[config.mk]
export PLATFORM = sky130hd
export DESIGN_NAME = mix_exec
export DESIGN_NICKNAME = d
export VERILOG_FILES = /design/src/mix_pkg.sv /design/src/mix_exec.sv
export VERILOG_INCLUDE_DIRS = /design/src
export SDC_FILE = /design/constraint.sdc
export NUM_CORES = 1
export LEC_CHECK = 0
export CAP_MARGIN = 20
export CORE_ASPECT_RATIO = 1.4
export CORE_MARGIN = 3
export CORE_UTILIZATION = 35
export DETAILED_ROUTE_END_ITERATION = 12
export DONT_BUFFER_PORTS = 1
export HOLD_SLACK_MARGIN = 0.1
export REMOVE_ABC_BUFFERS = 1
export SLEW_MARGIN = 20
export SYNTH_ARGS = -nofsm -noshare
export SYNTH_HDL_FRONTEND = slang
export SYNTH_SLANG_ARGS = --single-unit
[constraint.sdc]
create_clock -name clk -period 4 [get_ports clk]
set_input_delay 0.2 -clock clk [delete_from_list [all_inputs] [get_ports clk]]
set_output_delay 0.2 -clock clk [all_outputs]
set_load 0.03 [all_outputs]
[src/mix_defines.svh]
// constants for the instruction execution subset
// Summary of operation
// - nibble exchange memory into accumulator, flags kept
// - skip next when memory byte is zero
// - copy memory to acc, skip if zero
// - skip next when selected bit is zero
// - table read via both pointers to memory, latch
// - table read last page via low pointer
// - increment low pointer, then paged table read
// - increment low pointer, then last page read
// - xor acc with memory or immediate, zero flag
// - long forms address any memory section directly
// - add with carry, five flags updated
// - add without carry, five flags updated
// - and/or acc with memory, zero flag only
// - or into memory, zero flag only
// - clear byte or single bit, no flags
// - complement memory to memory or acc, zero flag
// - decimal adjust acc into memory, carry only
// - decrement memory to memory or acc, zero flag
// - increment memory to memory or acc, zero flag
// - move memory to acc or acc to memory
// - rotate left, bit 7 into bit 0
// - rotate left through carry into memory
`ifndef MIX_DEFINES_SVH
`define MIX_DEFINES_SVH
`define MIX_ACC_RESET 8'h00
`define MIX_TBL_RESET 8'h00
`define MIX_LAST_PAGE 8'hff
`define MIX_BCD_LIMIT 4'h9
`define MIX_BCD_FIX 4'h6
`define MIX_SKIP_CYCLES 2'h2
`endif

[src/mix_pkg.sv]
// types for the instruction execution subset
package mix_pkg;
	typedef enum logic [4:0] {
		MIX_NOP, MIX_NIBX, MIX_SKZ, MIX_SKZA, MIX_SKZBIT,
		MIX_TRD, MIX_TRDL, MIX_ITRD, MIX_ITRDL,
		MIX_XOR, MIX_XORMEM, MIX_XORI,
		MIX_ADC, MIX_ADCM, MIX_ADD, MIX_ADDM,
		MIX_AND, MIX_ANDM, MIX_OR, MIX_ORM,
		MIX_CLR, MIX_CLRBIT, MIX_CPL, MIX_CPLA, MIX_DAA,
		MIX_DEC, MIX_DECA, MIX_INC, MIX_INCA,
		MIX_MOVA, MIX_MOVM, MIX_RL
	} mix_op_e;
	typedef enum logic [1:0] {MIX_RLM, MIX_RLA, MIX_RLCM} mix_rot_e;
	typedef enum {MIX_RUN, MIX_TREAD, MIX_DUMMY} mix_state_e;
endpackage : mix_pkg

[src/mix_exec.sv]
// execution unit for part of the 8-bit core instruction set
`timescale 1ns/1ps
`include "mix_defines.svh"
module mix_exec import mix_pkg::*; (
	// clock and reset
	input wire logic clk,
	input wire logic resetn,
	// decoded instruction
	input wire logic op_valid,
	input wire mix_op_e op,
	input wire mix_rot_e rot_mode,
	input wire logic [2:0] bit_sel,
	input wire logic [7:0] imm,
	input wire logic [7:0] mem_addr,
	input wire logic [1:0] mem_section,
	input wire logic long_form,
	input wire logic [1:0] cur_section,
	// data memory operand
	input wire logic [7:0] mem_rdata,
	// program memory read
	input wire logic [15:0] prog_rdata,
	input wire logic prog_rvalid,
	// execution results
	output logic busy,
	output logic mem_we,
	output logic [9:0] mem_waddr,
	output logic [7:0] mem_wdata,
	output logic prog_req,
	output logic [15:0] prog_addr,
	output logic skip_next,
	output logic [7:0] acc,
	output logic [7:0] tbl_low,
	output logic [7:0] tbl_high,
	output logic [7:0] tbl_latch,
	output logic flag_c,
	output logic flag_z,
	output logic arith_range_flag,
	output logic nibble_carry_flag,
	output logic signed_less_flag
);
	// ==========================================================
	// helpers
	function automatic logic [9:0] mix_addr(input logic lf, input logic [1:0] sec,
		input logic [1:0] cur, input logic [7:0] a);
		mix_addr = {(lf ? sec : cur), a};
	endfunction : mix_addr

	function automatic logic [11:0] mix_add(input logic [7:0] a, input logic [7:0] b,
		input logic ci);
		logic [4:0] lo;
		logic [8:0] s;
		logic rng;
		lo = {1'b0, a[3:0]} + {1'b0, b[3:0]} + {4'h0, ci};
		s = {1'b0, a} + {1'b0, b} + {8'h00, ci};
		rng = (a[7] == b[7]) && (s[7] != a[7]);
		// {signed less, range, nibble carry, carry, result}
		mix_add = {rng ^ s[7], rng, lo[4], s[8], s[7:0]};
	endfunction : mix_add

	// ==========================================================
	// state
	mix_state_e state, next_state;
	logic next_busy, next_mem_we, next_prog_req, next_skip_next;
	logic [9:0] next_mem_waddr, hold_addr, next_hold_addr;
	logic [7:0] next_mem_wdata, next_acc, next_tbl_low, next_tbl_high, next_tbl_latch;
	logic [15:0] next_prog_addr;
	logic next_c, next_z, next_range, next_nib, next_sless;
	logic [7:0] res;
	logic [11:0] sum;
	logic [7:0] daa;
	logic daa_c;

	// ==========================================================
	// next values
	always_comb begin
		next_state = state;
		next_busy = 1'b0;
		next_mem_we = 1'b0;
		next_mem_waddr = mem_waddr;
		next_mem_wdata = mem_wdata;
		next_prog_req = 1'b0;
		next_prog_addr = prog_addr;
		next_skip_next = 1'b0;
		next_hold_addr = hold_addr;
		next_acc = acc;
		next_tbl_low = tbl_low;
		next_tbl_high = tbl_high;
		next_tbl_latch = tbl_latch;
		next_c = flag_c;
		next_z = flag_z;
		next_range = arith_range_flag;
		next_nib = nibble_carry_flag;
		next_sless = signed_less_flag;
		res = 8'h00;
		sum = 12'h000;
		daa = acc;
		daa_c = flag_c;
		if (acc[3:0] > `MIX_BCD_LIMIT || nibble_carry_flag) begin
			daa = acc + {4'h0, `MIX_BCD_FIX};
		end
		if (daa[7:4] > `MIX_BCD_LIMIT || flag_c || daa < acc) begin
			daa = daa + {`MIX_BCD_FIX, 4'h0};
			daa_c = 1'b1;
		end
		case (state)
		MIX_RUN: begin
			if (op_valid) begin
				next_mem_waddr = mix_addr(long_form, mem_section, cur_section, mem_addr);
				case (op)
				MIX_NIBX: next_acc = {mem_rdata[3:0], mem_rdata[7:4]};
				MIX_SKZ: begin
					if (mem_rdata == 8'h00) begin
						next_skip_next = 1'b1;
						next_busy = 1'b1;
						next_state = MIX_DUMMY;
					end
				end
				MIX_SKZA: begin
					next_acc = mem_rdata;
					if (mem_rdata == 8'h00) begin
						next_skip_next = 1'b1;
						next_busy = 1'b1;
						next_state = MIX_DUMMY;
					end
				end
				MIX_SKZBIT: begin
					if (!mem_rdata[bit_sel]) begin
						next_skip_next = 1'b1;
						next_busy = 1'b1;
						next_state = MIX_DUMMY;
					end
				end
				MIX_TRD, MIX_TRDL, MIX_ITRD, MIX_ITRDL: begin
					// pointer bump lands before the address is formed
					res = (op == MIX_ITRD || op == MIX_ITRDL) ? tbl_low + 8'h01 : tbl_low;
					next_tbl_low = res;
					if (op == MIX_TRD || op == MIX_ITRD) begin
						next_prog_addr = {tbl_high, res};
					end else begin
						next_prog_addr = {`MIX_LAST_PAGE, res};
					end
					next_hold_addr = next_mem_waddr;
					next_prog_req = 1'b1;
					next_busy = 1'b1;
					next_state = MIX_TREAD;
				end
				MIX_XOR, MIX_XORMEM, MIX_XORI, MIX_AND, MIX_ANDM, MIX_OR, MIX_ORM: begin
					case (op)
					MIX_XORI: res = acc ^ imm;
					MIX_XOR, MIX_XORMEM: res = acc ^ mem_rdata;
					MIX_AND, MIX_ANDM: res = acc & mem_rdata;
					default: res = acc | mem_rdata;
					endcase
					next_z = (res == 8'h00);
					if (op == MIX_XORMEM || op == MIX_ANDM || op == MIX_ORM) begin
						next_mem_we = 1'b1;
						next_mem_wdata = res;
					end else begin
						next_acc = res;
					end
				end
				MIX_ADC, MIX_ADCM, MIX_ADD, MIX_ADDM: begin
					sum = mix_add(acc, mem_rdata,
						(op == MIX_ADC || op == MIX_ADCM) && flag_c);
					{next_sless, next_range, next_nib, next_c} = sum[11:8];
					next_z = (sum[7:0] == 8'h00);
					if (op == MIX_ADCM || op == MIX_ADDM) begin
						next_mem_we = 1'b1;
						next_mem_wdata = sum[7:0];
					end else begin
						next_acc = sum[7:0];
					end
				end
				MIX_CLR, MIX_CLRBIT: begin
					next_mem_we = 1'b1;
					next_mem_wdata = 8'h00;
					if (op == MIX_CLRBIT) begin
						next_mem_wdata = mem_rdata & ~(8'h01 << bit_sel);
					end
				end
				MIX_CPL, MIX_DEC, MIX_INC, MIX_CPLA, MIX_DECA, MIX_INCA: begin
					case (op)
					MIX_CPL, MIX_CPLA: res = ~mem_rdata;
					MIX_DEC, MIX_DECA: res = mem_rdata - 8'h01;
					default: res = mem_rdata + 8'h01;
					endcase
					next_z = (res == 8'h00);
					if (op == MIX_CPL || op == MIX_DEC || op == MIX_INC) begin
						next_mem_we = 1'b1;
						next_mem_wdata = res;
					end else begin
						next_acc = res;
					end
				end
				MIX_DAA: begin
					next_mem_we = 1'b1;
					next_mem_wdata = daa;
					next_c = daa_c;
				end
				MIX_MOVA: next_acc = mem_rdata;
				MIX_MOVM: begin
					next_mem_we = 1'b1;
					next_mem_wdata = acc;
				end
				MIX_RL: begin
					case (rot_mode)
					MIX_RLA: next_acc = {mem_rdata[6:0], mem_rdata[7]};
					MIX_RLCM: begin
						next_mem_we = 1'b1;
						next_mem_wdata = {mem_rdata[6:0], flag_c};
						next_c = mem_rdata[7];
					end
					default: begin
						next_mem_we = 1'b1;
						next_mem_wdata = {mem_rdata[6:0], mem_rdata[7]};
					end
					endcase
				end
				default: ;
				endcase
			end
		end
		MIX_TREAD: begin
			next_busy = 1'b1;
			next_prog_req = 1'b1;
			if (prog_rvalid) begin
				next_prog_req = 1'b0;
				next_busy = 1'b0;
				next_mem_we = 1'b1;
				next_mem_waddr = hold_addr;
				next_mem_wdata = prog_rdata[7:0];
				next_tbl_latch = prog_rdata[15:8];
				next_state = MIX_RUN;
			end
		end
		MIX_DUMMY: begin
			// the dummy slot: the fetched instruction is discarded
			next_state = MIX_RUN;
		end
		default: next_state = MIX_RUN;
		endcase
	end

	// ==========================================================
	// registers
	always_ff @(posedge clk or negedge resetn) begin
		if (!resetn) begin
			state <= MIX_RUN;
			busy <= 1'b0;
			mem_we <= 1'b0;
			mem_waddr <= 10'h000;
			mem_wdata <= 8'h00;
			hold_addr <= 10'h000;
			prog_req <= 1'b0;
			prog_addr <= 16'h0000;
			skip_next <= 1'b0;
			acc <= `MIX_ACC_RESET;
			tbl_low <= `MIX_TBL_RESET;
			tbl_high <= `MIX_TBL_RESET;
			tbl_latch <= `MIX_TBL_RESET;
			flag_c <= 1'b0;
			flag_z <= 1'b0;
			arith_range_flag <= 1'b0;
			nibble_carry_flag <= 1'b0;
			signed_less_flag <= 1'b0;
		end else begin
			state <= next_state;
			busy <= next_busy;
			mem_we <= next_mem_we;
			mem_waddr <= next_mem_waddr;
			mem_wdata <= next_mem_wdata;
			hold_addr <= next_hold_addr;
			prog_req <= next_prog_req;
			prog_addr <= next_prog_addr;
			skip_next <= next_skip_next;
			acc <= next_acc;
			tbl_low <= next_tbl_low;
			tbl_high <= next_tbl_high;
			tbl_latch <= next_tbl_latch;
			flag_c <= next_c;
			flag_z <= next_z;
			arith_range_flag <= next_range;
			nibble_carry_flag <= next_nib;
			signed_less_flag <= next_sless;
		end
	end
endmodule : mix_exec

# [Yosys cells after proc, flatten, opt, wreduce, memory -nomap -nowiden]
# Index checks and enable logic that the tools add are counted.
# W data, S select, Z words.
[op_classes] n_addsub=9 order_cmp=4 n_eq_ne=52 shift=1 n_mux=62 bitwise=8 reduce_logical=43
[ops] cell="$mux W8" count=19
[ops] cell="$mux W32" count=4
[ops] cell="$pmux W32 S3" count=1
[ops] cell="$eq A5 B5 Y1 const B" count=16
[ops] cell="$pmux W32 S2" count=1
[ops] cell="$pmux W8 S7" count=1
[ops] cell="$pmux W8 S2" count=3
[ops] cell="$pmux W8 S6" count=1
[ops] cell="$eq A5 B4 Y1 const B" count=8
[ops] cell="$eq A32 B1 Y1 const B" count=1
[ops] cell="$logic_not A32 Y1" count=1
[ops] cell="$logic_not A8 Y1" count=4
[ops] cell="$pmux W8 S3" count=1
[ops] cell="$eq A5 B3 Y1 const B" count=4
[ops] cell="$mux W10" count=2
[ops] cell="$pmux W10 S2" count=1
[ops] cell="$ne A3 B3 Y1 const B" count=6
[ops] cell="$mux W1" count=17
[ops] cell="$add A8 B1 Y8 const B" count=2
[ops] cell="$and A8 B8 Y8" count=2
[ops] cell="$mux W16" count=1
[ops] cell="$not A8 Y8" count=2
[ops] cell="$xor A8 B8 Y8" count=2
[ops] cell="$ne A2 B2 Y1 const B" count=7
[ops] cell="other kinds (41)" count=72
[word_totals] ff_bits=109 inputBits=59 output_inout_bits=75 word_cells=196

# [Logic depth before layout (Yosys ltp)]
# Gate-level depths: netlist (run 1).
[depth] depth_word=10 mapped_depth=15 mapped_depth_nobuf=14

# [Worst setup path before layout (run 1)]
# No wires, ideal clock.
[synth_path] path_type="reg-to-reg" start="register acc[1]" end="register mem_wdata[5]" setup_ps=110 t_arrival_ps=3263 required_time_ps=3890 slack_ps=627 stages_incl_launch_ff=14 n_path_buf=0 period_less_slack_ps=3373 path_cell_list="dfrtp_1 -> inv_1 -> ha_1 -> nand2b_1 -> or4_1 -> xnor2_1 -> ha_1 -> nand4_1 -> a21o_1 -> a31oi_1 -> o211ai_2 -> xnor2_1 -> a211oi_2 -> o41ai_1"
[synth_via] elab_chain_cells=10 elab_cells_between_ends=16 classes_between="add/sub: 4; order compare: 3; mux: 6; reduce/logical: 3"
[synth_rtl] element="start, declared" line="mix_exec.sv:31" text="output logic [7:0] acc,"
[synth_rtl] element="start signal, assigned" line="mix_exec.sv:257" text="acc <= `MIX_ACC_RESET;"
[synth_rtl] element="start signal, assigned" line="mix_exec.sv:276" text="acc <= next_acc;"
[synth_rtl] element="branches (longest 7 deep; another with $add A8 B3 Y8)"
[synth_rtl] element="$pmux W8 S7 *" line="mix_exec.sv:109" text="case (op)"
[synth_rtl] element="$mux W8 *" line="mix_exec.sv:107" text="if (op_valid) begin"
[synth_rtl] element="$pmux W8 S2 *" line="mix_exec.sv:105" text="case (state)"
[synth_rtl] element="end signal, assigned" line="mix_exec.sv:271" text="mem_wdata <= next_mem_wdata;"
[synth_rtl] element="end, declared" line="mix_exec.sv:27" text="output logic [7:0] mem_wdata,"
# Mark *: on every way between the ends. The select of a mux whose other input is x is not followed.
# A chain may end at the register's enable or synchronous reset.

# [Worst setup path in the final report (run 1)]
# Ends and elaborated chain as after synthesis.

==> flow_summary.toml, run 1 <==
[run_status]
status = "finished, final reports clean"

[cts]
root_buffer = "clkbuf_16"
path_clk_slew_ps = 60
clock-sinks = 64
clock_latency_ps = 330
h-tree-depth = 3
cts_made_buffers = 9
cts_tree = "built"
clockBufferDepth = 2

[synth]
synthXorXnorAreaFrac_pct = 3.83
syn_inst = 678
yosys.area_share.adder_pct = 8.05
synthFlopType = "dfrtp_1"
synth-compound-area-share_pct = 24.7
syn_area_per_cell_um2 = 8.44
synth_edf_count = 0
syn-cell-area_um2 = 5720
ys_seq_elements = 64
ys_seq_area_share_pct = 28.0
yosysWarnings = 0
synth_top_family_by_area = "compound AO/OA/AOI/OAI gates"
async_reset_ff_share_pct = 100
synth_mux_area_share_pct = 7.35
synthDistinctLibCells = 75
synth-simple-area-share_pct = 19.2

[power]
cellLeakagePower_nw = 2.63
p_int_mw = 1.90
seq_power_share_pct = 36.4
p_comb_share_pct = 38.8
clkPwrFrac_pct = 24.8
swShare_pct = 45.0
switching_power_mw = 1.55
power.density_nw_per_um2 = 544
irDropWorstVdd_mv = 0.378

[floorplan]
core_area_um2 = 15800
die_h_um = 157
die_w_um = 114
boundaryPins = 134
initial_utilization_pct = 36.2
die_area_um2 = 17900
rows = 54

[timing]
slew_headroom_pct = 28.2
grt_setup_unrepaired = "no"
hold_viol_final = 0
worstMarginPinSlew_ps = 1070
period_share_pct = 84.2
fin_worst_skew_ps = 7.34
tns_ps = 0
fmax_ghz = 0.297
setup_violations = 0
period_minus_slack_ps = 3370
report.final.slew_viol_count = 0

[setup_path]
critPathKind = "flop to flop"
startpoint_type = "flop"
critPathArrivalTime_ps = 3590
worst-path-max-fanout = 5
end_kind = "flop"
cp.required_ps = 4220

[cells_and_area]
drive_gt1_share_pct = 10.4
multi_input_area_um2 = 3650
fin_area_um2 = 6340
area_delta_synth_final_pct = 10.8
fin_nets = 763
mostFrequentLayoutCells = "63 x nand2_1, 63 x dfrtp_1, 47 x nor2_1"
fill_cells = 1635
fin_util_pct = 40.1
final-seq-area_um2 = 1610

[detailed_routing]
drc = 0
wl_per_cell_um = 23.6
dr.pass1.iters = 6
drt_iter0_drc = 453
routed_via_density = 6.24
antenna_left = 0
vias = 5425
wl_um = 20500

[global_routing]
gr-total-overflow = 0
grt_pass1_vias = 5422
track_usage_pct = 22.8
grt_start_max_net_pins = 65
grt_pass1_wl_um = 31600
grt_antenna_before_repair = 1

[place]
gp_congestion = 0.920
dpl.hpwl_um = 15500
placed_area_um2 = 5700
io_buffers = 0

[hold_path]
min_path_type = "primary input to flop"

[flow_run]
cap_viol_max_count = 0
[power by group through the flow]
stage	combinational [mW]	clock (mW)	sequential, mW
2_1_floorplan	0.831	0	1.29
3_3_place_gp	1.26	0	1.26
3_5_place_dp	1.27	0	1.26
4_1_cts	1.32	0.877	1.25
5_1_grt	1.46	0.904	1.28
6_report	1.34	0.857	1.25
[final timing paths]
kind | start | endpoint | cells after the start | slack [ps]
min reg2reg | hold_addr[9] | hold_addr[9] | 2 | 470
min in group asynchronous | resetn | tbl_latch[7] | 2 | 400
max reg2reg | acc[1] | mem_wdata[5] | 13 | 630
max in group asynchronous | resetn | prog_addr[14] | 2 | 3320
max | acc[1] | mem_wdata[5] | 13 | 630
min | cur_section[1] | hold_addr[9] | 2 | 110
[registers in the layout (all words and copies together) (netlist names)]
register           count
skip_next              1
mem_waddr             10
mem_wdata              8
state                  2
busy                   1
tbl_latch              8
flag_z                 1
mem_we                 1
flag_c                 1
acc                    8
arith_range_flag       1
signed_less_flag       1
prog_addr              9
prog_req               1
hold_addr             10
nibble_carry_flag      1
[area by class of cell]
type | count | area share, %
Clock inverter | 5 | 1.28
Inverter | 30 | 1.78
Clock buffer | 10 | 3.77
Tap cell | 196 | 3.87
Multi-Input combinational cell | 522 | 57.5
Sequential cell | 64 | 25.3
Antenna cell | 1 | 0.0395
Timing Repair Buffer | 42 | 6.39
[worst max-delay path, stage by stage (launching register included)]
cell,delay (ps)
dfrtp_1,340
inv_1,90
ha_1,220
nand2b_1,170
or4_1,510
xnor2_1,370
ha_1,220
nand4_1,120
a21o_1,170
a31oi_1,260
o211ai_2,190
xnor2_1,230
a211oi_2,100
o41ai_1,240
[through the flow]
step | instances | setup slack [ps] | power (mW) | hold slack [ps]
6_report | 870 | 634 | 3.45 | 108
5_1_grt | 869 | 408 | 3.65 | 118
4_1_cts | 869 | 657 | 3.45 | 100
3_5_place_dp | 825 | 718 | 2.53 | -93.4
3_3_place_gp | 825 | 865 | 2.52 | -93.6
2_1_floorplan | 616 | 613 | 2.12 | -95.6
[cells by family after synthesis]
| kind of cell | after synthesis |
|---|---|
| buf+inv | 99 |
| compound gates | 198 |
| xor+xnor | 25 |
| simple gates | 219 |
| mux | 37 |
| fa+ha+maj | 35 |
| other cells | 1 |
| flops | 64 |
[synth_stat cells, types with 4 or more instances]
| cell type | n | area share (%) |
|---|---|---|
| o211ai_1 | 6 | 0.79 |
| o2111ai_1 | 4 | 0.61 |
| a221o_1 | 5 | 0.87 |
| o311ai_0 | 5 | 0.77 |
| and3_1 | 5 | 0.55 |
| xor2_1 | 10 | 1.5 |
| inv_1 | 29 | 1.9 |
| nor3_1 | 13 | 1.1 |
| mux2i_1 | 15 | 2.6 |
| a211oi_1 | 4 | 0.52 |
| or3_1 | 9 | 0.98 |
| nor4_1 | 6 | 0.66 |
| nand3_1 | 16 | 1.4 |
| a31oi_1 | 11 | 1.2 |
| o21ai_0 | 44 | 3.8 |
| clkbuf_1 | 24 | 1.6 |
| o21a_1 | 8 | 1.0 |
| a221oi_1 | 8 | 1.2 |
| nand4_1 | 8 | 0.87 |
| a222oi_1 | 6 | 1.0 |
| a22oi_1 | 9 | 1.2 |
| a211o_1 | 5 | 0.77 |
| nand2_1 | 63 | 4.1 |
| a21o_1 | 4 | 0.52 |
| buf_2 | 12 | 1.0 |
| o221ai_1 | 6 | 0.92 |
| xnor2_1 | 15 | 2.3 |
| nand2b_1 | 10 | 1.1 |
| and2_1 | 4 | 0.44 |
| buf_4 | 28 | 3.7 |
| o22ai_1 | 5 | 0.55 |
| nor2b_1 | 11 | 1.2 |
| nor2_1 | 47 | 3.1 |
| a21oi_1 | 31 | 2.7 |
| or2_2 | 7 | 0.77 |
| nor3b_1 | 5 | 0.66 |
| mux2_2 | 20 | 3.9 |
| nand3b_1 | 4 | 0.52 |
| dfrtp_1 | 64 | 28 |
| ha_1 | 32 | 7.0 |
| o31ai_1 | 4 | 0.52 |
[metal layers]
layer,track usage (%),share of wire [%]
met1,25.6,37
met2,39.8,49
met3,5.92,8.5
met4,11.0,5.3
met5,0,0
[timing repair]
item / 4_1_cts / 5_1_grt
hold buffers: 29 / 0
resized for setup: 0 / 0
setup buffers: 0 / 0
hold endpoints to repair: 98 / 0
(Power assumes the default switching activity.)
==> inputs of run 2 (changes only) <==
==> constraint.sdc (replaced) <==
create_clock -name clk -period 3.4 [get_ports clk]
set_input_delay 0.17 -clock clk [delete_from_list [all_inputs] [get_ports clk]]
set_output_delay 0.17 -clock clk [all_outputs]
set_load 0.03 [all_outputs]
==> run 2 against run 1 <==
  * Critical path type unchanged
  * Sequential cell count unchanged
  * Critical path depth is the same
  * Core utilization is 0.74 points higher
  * Total power grew 19%
  * Final area increased by 1.9%
==> flow_summary.toml, run 2 (same netlist as run 1, synthesis figures left out) <==
[timing]
report.final.slew_viol_count = 0
setup_violations = 0
period_minus_slack_ps = 3160
setup_ws_ps = 239
tns_ps = 0
period_share_pct = 93.0
whs_ps = 106
grt_setup_unrepaired = "no"
fmax_ghz = 0.316
slew_headroom_pct = 23.4
worstMarginPinSlew_ps = 1150
hold_viol_final = 0
fin_worst_skew_ps = 5.82

[cells_and_area]
area_delta_synth_final_pct = 12.8
fin_nets = 779
fill_cells = 1571
drive_gt1_share_pct = 11.6
diodes = 0
fin_util_pct = 40.8
top_regs = "hold_addr x10, mem_waddr x10, prog_addr x9"
mostFrequentLayoutCells = "63 x nand2_1, 63 x dfrtp_1, 47 x nor2_1"

[cts]
root_buffer = "clkbuf_16"
cts_made_buffers = 9
path_clk_slew_ps = 60
clockBufferDepth = 2
h-tree-depth = 3
clock-sinks = 64
cts_tree = "built"
clock_latency_ps = 330

[floorplan]
initial_utilization_pct = 36.2
die_w_um = 114
boundaryPins = 134
rows = 54
die_h_um = 157
die_area_um2 = 17900
core_area_um2 = 15800

[detailed_routing]
wl_um = 20600
antenna_left = 0
wl_per_cell_um = 23.3
drc = 0
vias = 5537
drt_iter0_drc = 586
routed_via_density = 6.26
dr.pass1.iters = 7

[flow_run]
cap_viol_max_count = 0

[global_routing]
track_usage_pct = 22.7
gr-total-overflow = 0
grt_pass1_vias = 5628
grt_start_max_net_pins = 65
grt_pass1_wl_um = 31400
grt_antenna_before_repair = 0

[place]
gp_congestion = 0.927
dpl_worst_slack_ps = 202
io_buffers = 0
dpl.hpwl_um = 15500

[run_status]
status = "finished, final reports clean"

[setup_path]
critPathArrivalTime_ps = 3380
worst-path-max-fanout = 5
end_kind = "flop"
cp.required_ps = 3620
r2r_slack_ps = 240
startpoint_type = "flop"
critPathKind = "flop to flop"

[hold_path]
min_path_type = "primary input to flop"

[power]
power.density_nw_per_um2 = 636
fin_total_pwr_mw = 4.10
irDropWorstVdd_mv = 0.373
cellLeakagePower_nw = 2.71
[run 2: final cells by class]
type	instances	area, um^2	share of cell area [%]
multi-input cells	522	3650	56.5
flip-flops and latches	64	1600	24.8
clock inverters	4	70.1	1.09
inverters	30	113	1.74
clock buffers	10	239	3.70
well taps	196	245	3.80
repair buffers	58	541	8.37
[run 2: worst max-delay path: stages, from the launching register on]
cell and delay, ps:
dfrtp_1 340, inv_1 90, ha_1 220, nand2b_1 170
or4_1 500, xnor2_1 170, ha_1 330, nand4_1 110
a21o_1 170, a31oi_2 210, o211ai_2 170, xnor2_1 210
a211oi_2 90, o41ai_1 260
[run 2: routing by layer]
layer  vias up  track usage (%)  routed length, um
met5         -                0                  0
met4         0             12.5               1180
met3        80             5.92               1740
met2       291             39.8              10200
met1      2670             24.9               7450
li1       2496                -                  -
[run 2: power breakdown]
| group | total [mW] | internal (mW) | leakage, nW | switching, mW |
|---|---|---|---|---|
| registers | 1.43 | 0.949 | 0.789 | 0.485 |
| logic | 1.69 | 0.677 | 1.77 | 1.01 |
| clock network | 0.984 | 0.651 | 0.154 | 0.333 |
[run 2: per-stage QoR]
stage / cells / instance area [um^2]
final: 884 / 6460
after global routing: 884 / 6460
after CTS: 884 / 6450
after detailed placement: 835 / 5770
after global placement: 835 / 5770
after floorplan: 616 / 5360
[run 2: path summary, 6_finish.rpt]
check | startpoint | to | cells after the start
setup / recovery | acc[1] | mem_wdata[5] | 13
hold / removal | bit_sel[2] | skip_next | 3
setup reg to reg | acc[1] | mem_wdata[5] | 13
hold reg to reg | hold_addr[9] | hold_addr[9] | 2
max in group asynchronous | resetn | arith_range_flag | 2
min in group asynchronous | resetn | prog_addr[0] | 2
[run 2: what timing repair did]
item,CTS,global route
hold buffers,35,0
gates resized for setup,0,1
endpoints found under the hold margin,103,0
setup endpoints to repair,0,1
buffers inserted,0,0
==> inputs of run 3 (changes only) <==
--- a/config.mk
+++ b/config.mk
@@ -13,6 +13,7 @@
 export DETAILED_ROUTE_END_ITERATION = 12
 export DONT_BUFFER_PORTS = 1
 export HOLD_SLACK_MARGIN = 0.1
+export RECOVER_POWER = 100
 export REMOVE_ABC_BUFFERS = 1
 export SLEW_MARGIN = 20
 export SYNTH_ARGS = -nofsm -noshare
==> run 3 against run 2 <==
  * The run now ends with capacitance limit, slew limit left
  * Combinational power about the same
  * First-iteration DRC count decreased by 17%
  * Maximum frequency increased by 0.21%
  * Sequential power about the same
  * Final area decreased by 0.91%
  * Die area unchanged
  * Total power decreased by 0.72%
  * Sequential share of layout area increased by 0.21 points
  * Non-clock buffer count unchanged
  * Final cell count unchanged
  * Register-to-register slack about the same
==> flow_summary.toml, run 3 (same netlist as run 1, synthesis figures left out) <==
[run_status]
status = "complete, but fails checks"
violations = "capacitance limit, slew limit"

[cells_and_area]
diodes = 0
area_delta_synth_final_pct = 11.8
fin_util_pct = 40.5
mostFrequentLayoutCell = "dfrtp_1"
fin_nets = 779
mostFrequentLayoutCells = "64 x dfrtp_1, 63 x nand2_1, 47 x nor2_1"
drive_gt1_share_pct = 10.2
top_regs = "hold_addr x10, mem_waddr x10, prog_addr x9"

[timing]
hold_viol_final = 0
tns_ps = 0
period_share_pct = 92.8
slew_headroom_pct = -40.1
fin_worst_skew_ps = 5.74
period_minus_slack_ps = 3150
report.final.slew_viol_count = 67
fmax_ghz = 0.317
grt_setup_unrepaired = "no"
worstMarginPinSlew_ps = 2100
setup_violations = 0

[detailed_routing]
drt_iter0_drc = 485
wl_per_cell_um = 23.4
drc = 0
wl_um = 20700
antenna_left = 0
routed_via_density = 6.29
dr.pass1.iters = 5
vias = 5564

[floorplan]
die_area_um2 = 17900
initial_utilization_pct = 36.2
die_h_um = 157
boundaryPins = 134
die_w_um = 114
rows = 54
core_area_um2 = 15800

[global_routing]
met1_usage_pct = 24.9
grt_antenna_before_repair = 0
grt_use_met2_pct = 39.8
grt_busiest_layer = "met2"
met3_usage_pct = 5.92
track_usage_pct = 22.7
grt_pass1_wl_um = 31400
grt_pass1_vias = 5628
grt_start_max_net_pins = 65
gr-total-overflow = 0

[power]
seq_power_share_pct = 35.2
clkPwrFrac_pct = 24.1
cellLeakagePower_nw = 2.67
switching_power_mw = 1.82
power.density_nw_per_um2 = 637
irDropWorstVdd_mv = 0.372
p_int_mw = 2.25
fin_total_pwr_mw = 4.07
p_comb_share_pct = 40.8
swShare_pct = 44.8

[cts]
clockBufferDepth = 2
clock-sinks = 64
cts_made_buffers = 9
h-tree-depth = 3
cts_tree = "built"
clock_latency_ps = 330
root_buffer = "clkbuf_16"
path_clk_slew_ps = 60

[place]
io_buffers = 0
dpl.hpwl_um = 15500
gp_congestion = 0.927

[hold_path]
min_path_type = "primary input to flop"
min_to = "skip_next"
hold_start = "bit_sel[2]"
whs_path_depth = 3

[setup_path]
worstReg2RegEnd = "mem_wdata[5]"
worst-path-max-fanout = 7
critPathKind = "flop to flop"
critPathArrivalTime_ps = 3380
r2r_cells = 12
startpoint_type = "flop"
r2r_slack_ps = 250
cp.required_ps = 3620
end_kind = "flop"
r2r-start = "acc[4]"
cp-startpoint = "acc[4]"

[flow_run]
cap_viol_max_count = 2
[run 3: cell count changes in the layout (fill, tap and decap cells not counted), sizes merged]
cell | before | now
buf | 24 | 14
clkbuf | 10 | 20
[run 3: area by class of cell]
type	count	area (um^2)
Clock buffer	10	239
Sequential cell	64	1600
Tap cell	196	245
Clock inverter	4	70.1
Multi-Input combinational cell	522	3640
Inverter	30	113
Fill cell	1583	9410
Timing Repair Buffer	58	488
[run 3: power groups by stage]
| stage | Sequential (mW) | Combinational [mW] | Clock [mW] |
|---|---|---|---|
| after global routing | 1.46 | 1.80 | 1.04 |
| after floorplan | 1.51 | 0.978 | 0 |
| final | 1.43 | 1.66 | 0.982 |
| after global placement | 1.44 | 1.57 | 0 |
| after detailed placement | 1.44 | 1.59 | 0 |
| after CTS | 1.43 | 1.65 | 1.00 |
[run 3: what timing repair did]
item	in CTS	in global routing
endpoints found under the hold margin	103	0
setup endpoints to repair	0	1
hold buffers	35	0
setup buffers	0	0
gates resized for setup	0	1
[run 3: how the worst max path moves through the flow]
stage                        end
detailed placement  mem_wdata[5]
global placement    mem_wdata[5]
global route        mem_wdata[5]
finish              mem_wdata[5]
floorplan           mem_wdata[5]
CTS                 mem_wdata[5]
[run 3: critical path, stage by stage, from the launching register on]
cell and delay, ps:
dfrtp_1 340, clkbuf_1 600, nand3_1 200, xnor2_1 250
inv_1 110, ha_1 330, nand4_1 110, a21o_1 170
a31oi_2 210, o211ai_2 180, xnor2_1 200, a211oi_1 100
o41ai_1 250
[run 3: stage by stage]
step / instances / setup WS, ps / cell area (um^2) / hold WS (ps)
floorplan: 616 / 13.0 / 5360 / -126
global placement: 835 / 307 / 5770 / -124
detailed placement: 835 / 202 / 5770 / -124
CTS: 884 / 185 / 6450 / 101
global route: 884 / 25.0 / 6400 / 126
finish: 884 / 245 / 6400 / 105
[run 3: metal layers]
metal  share of wire, %  up-vias
li1                   -     2497
met1                 36     2666
met2                 49      306
met3                8.9       95
met4                6.4        0
met5                  0        -
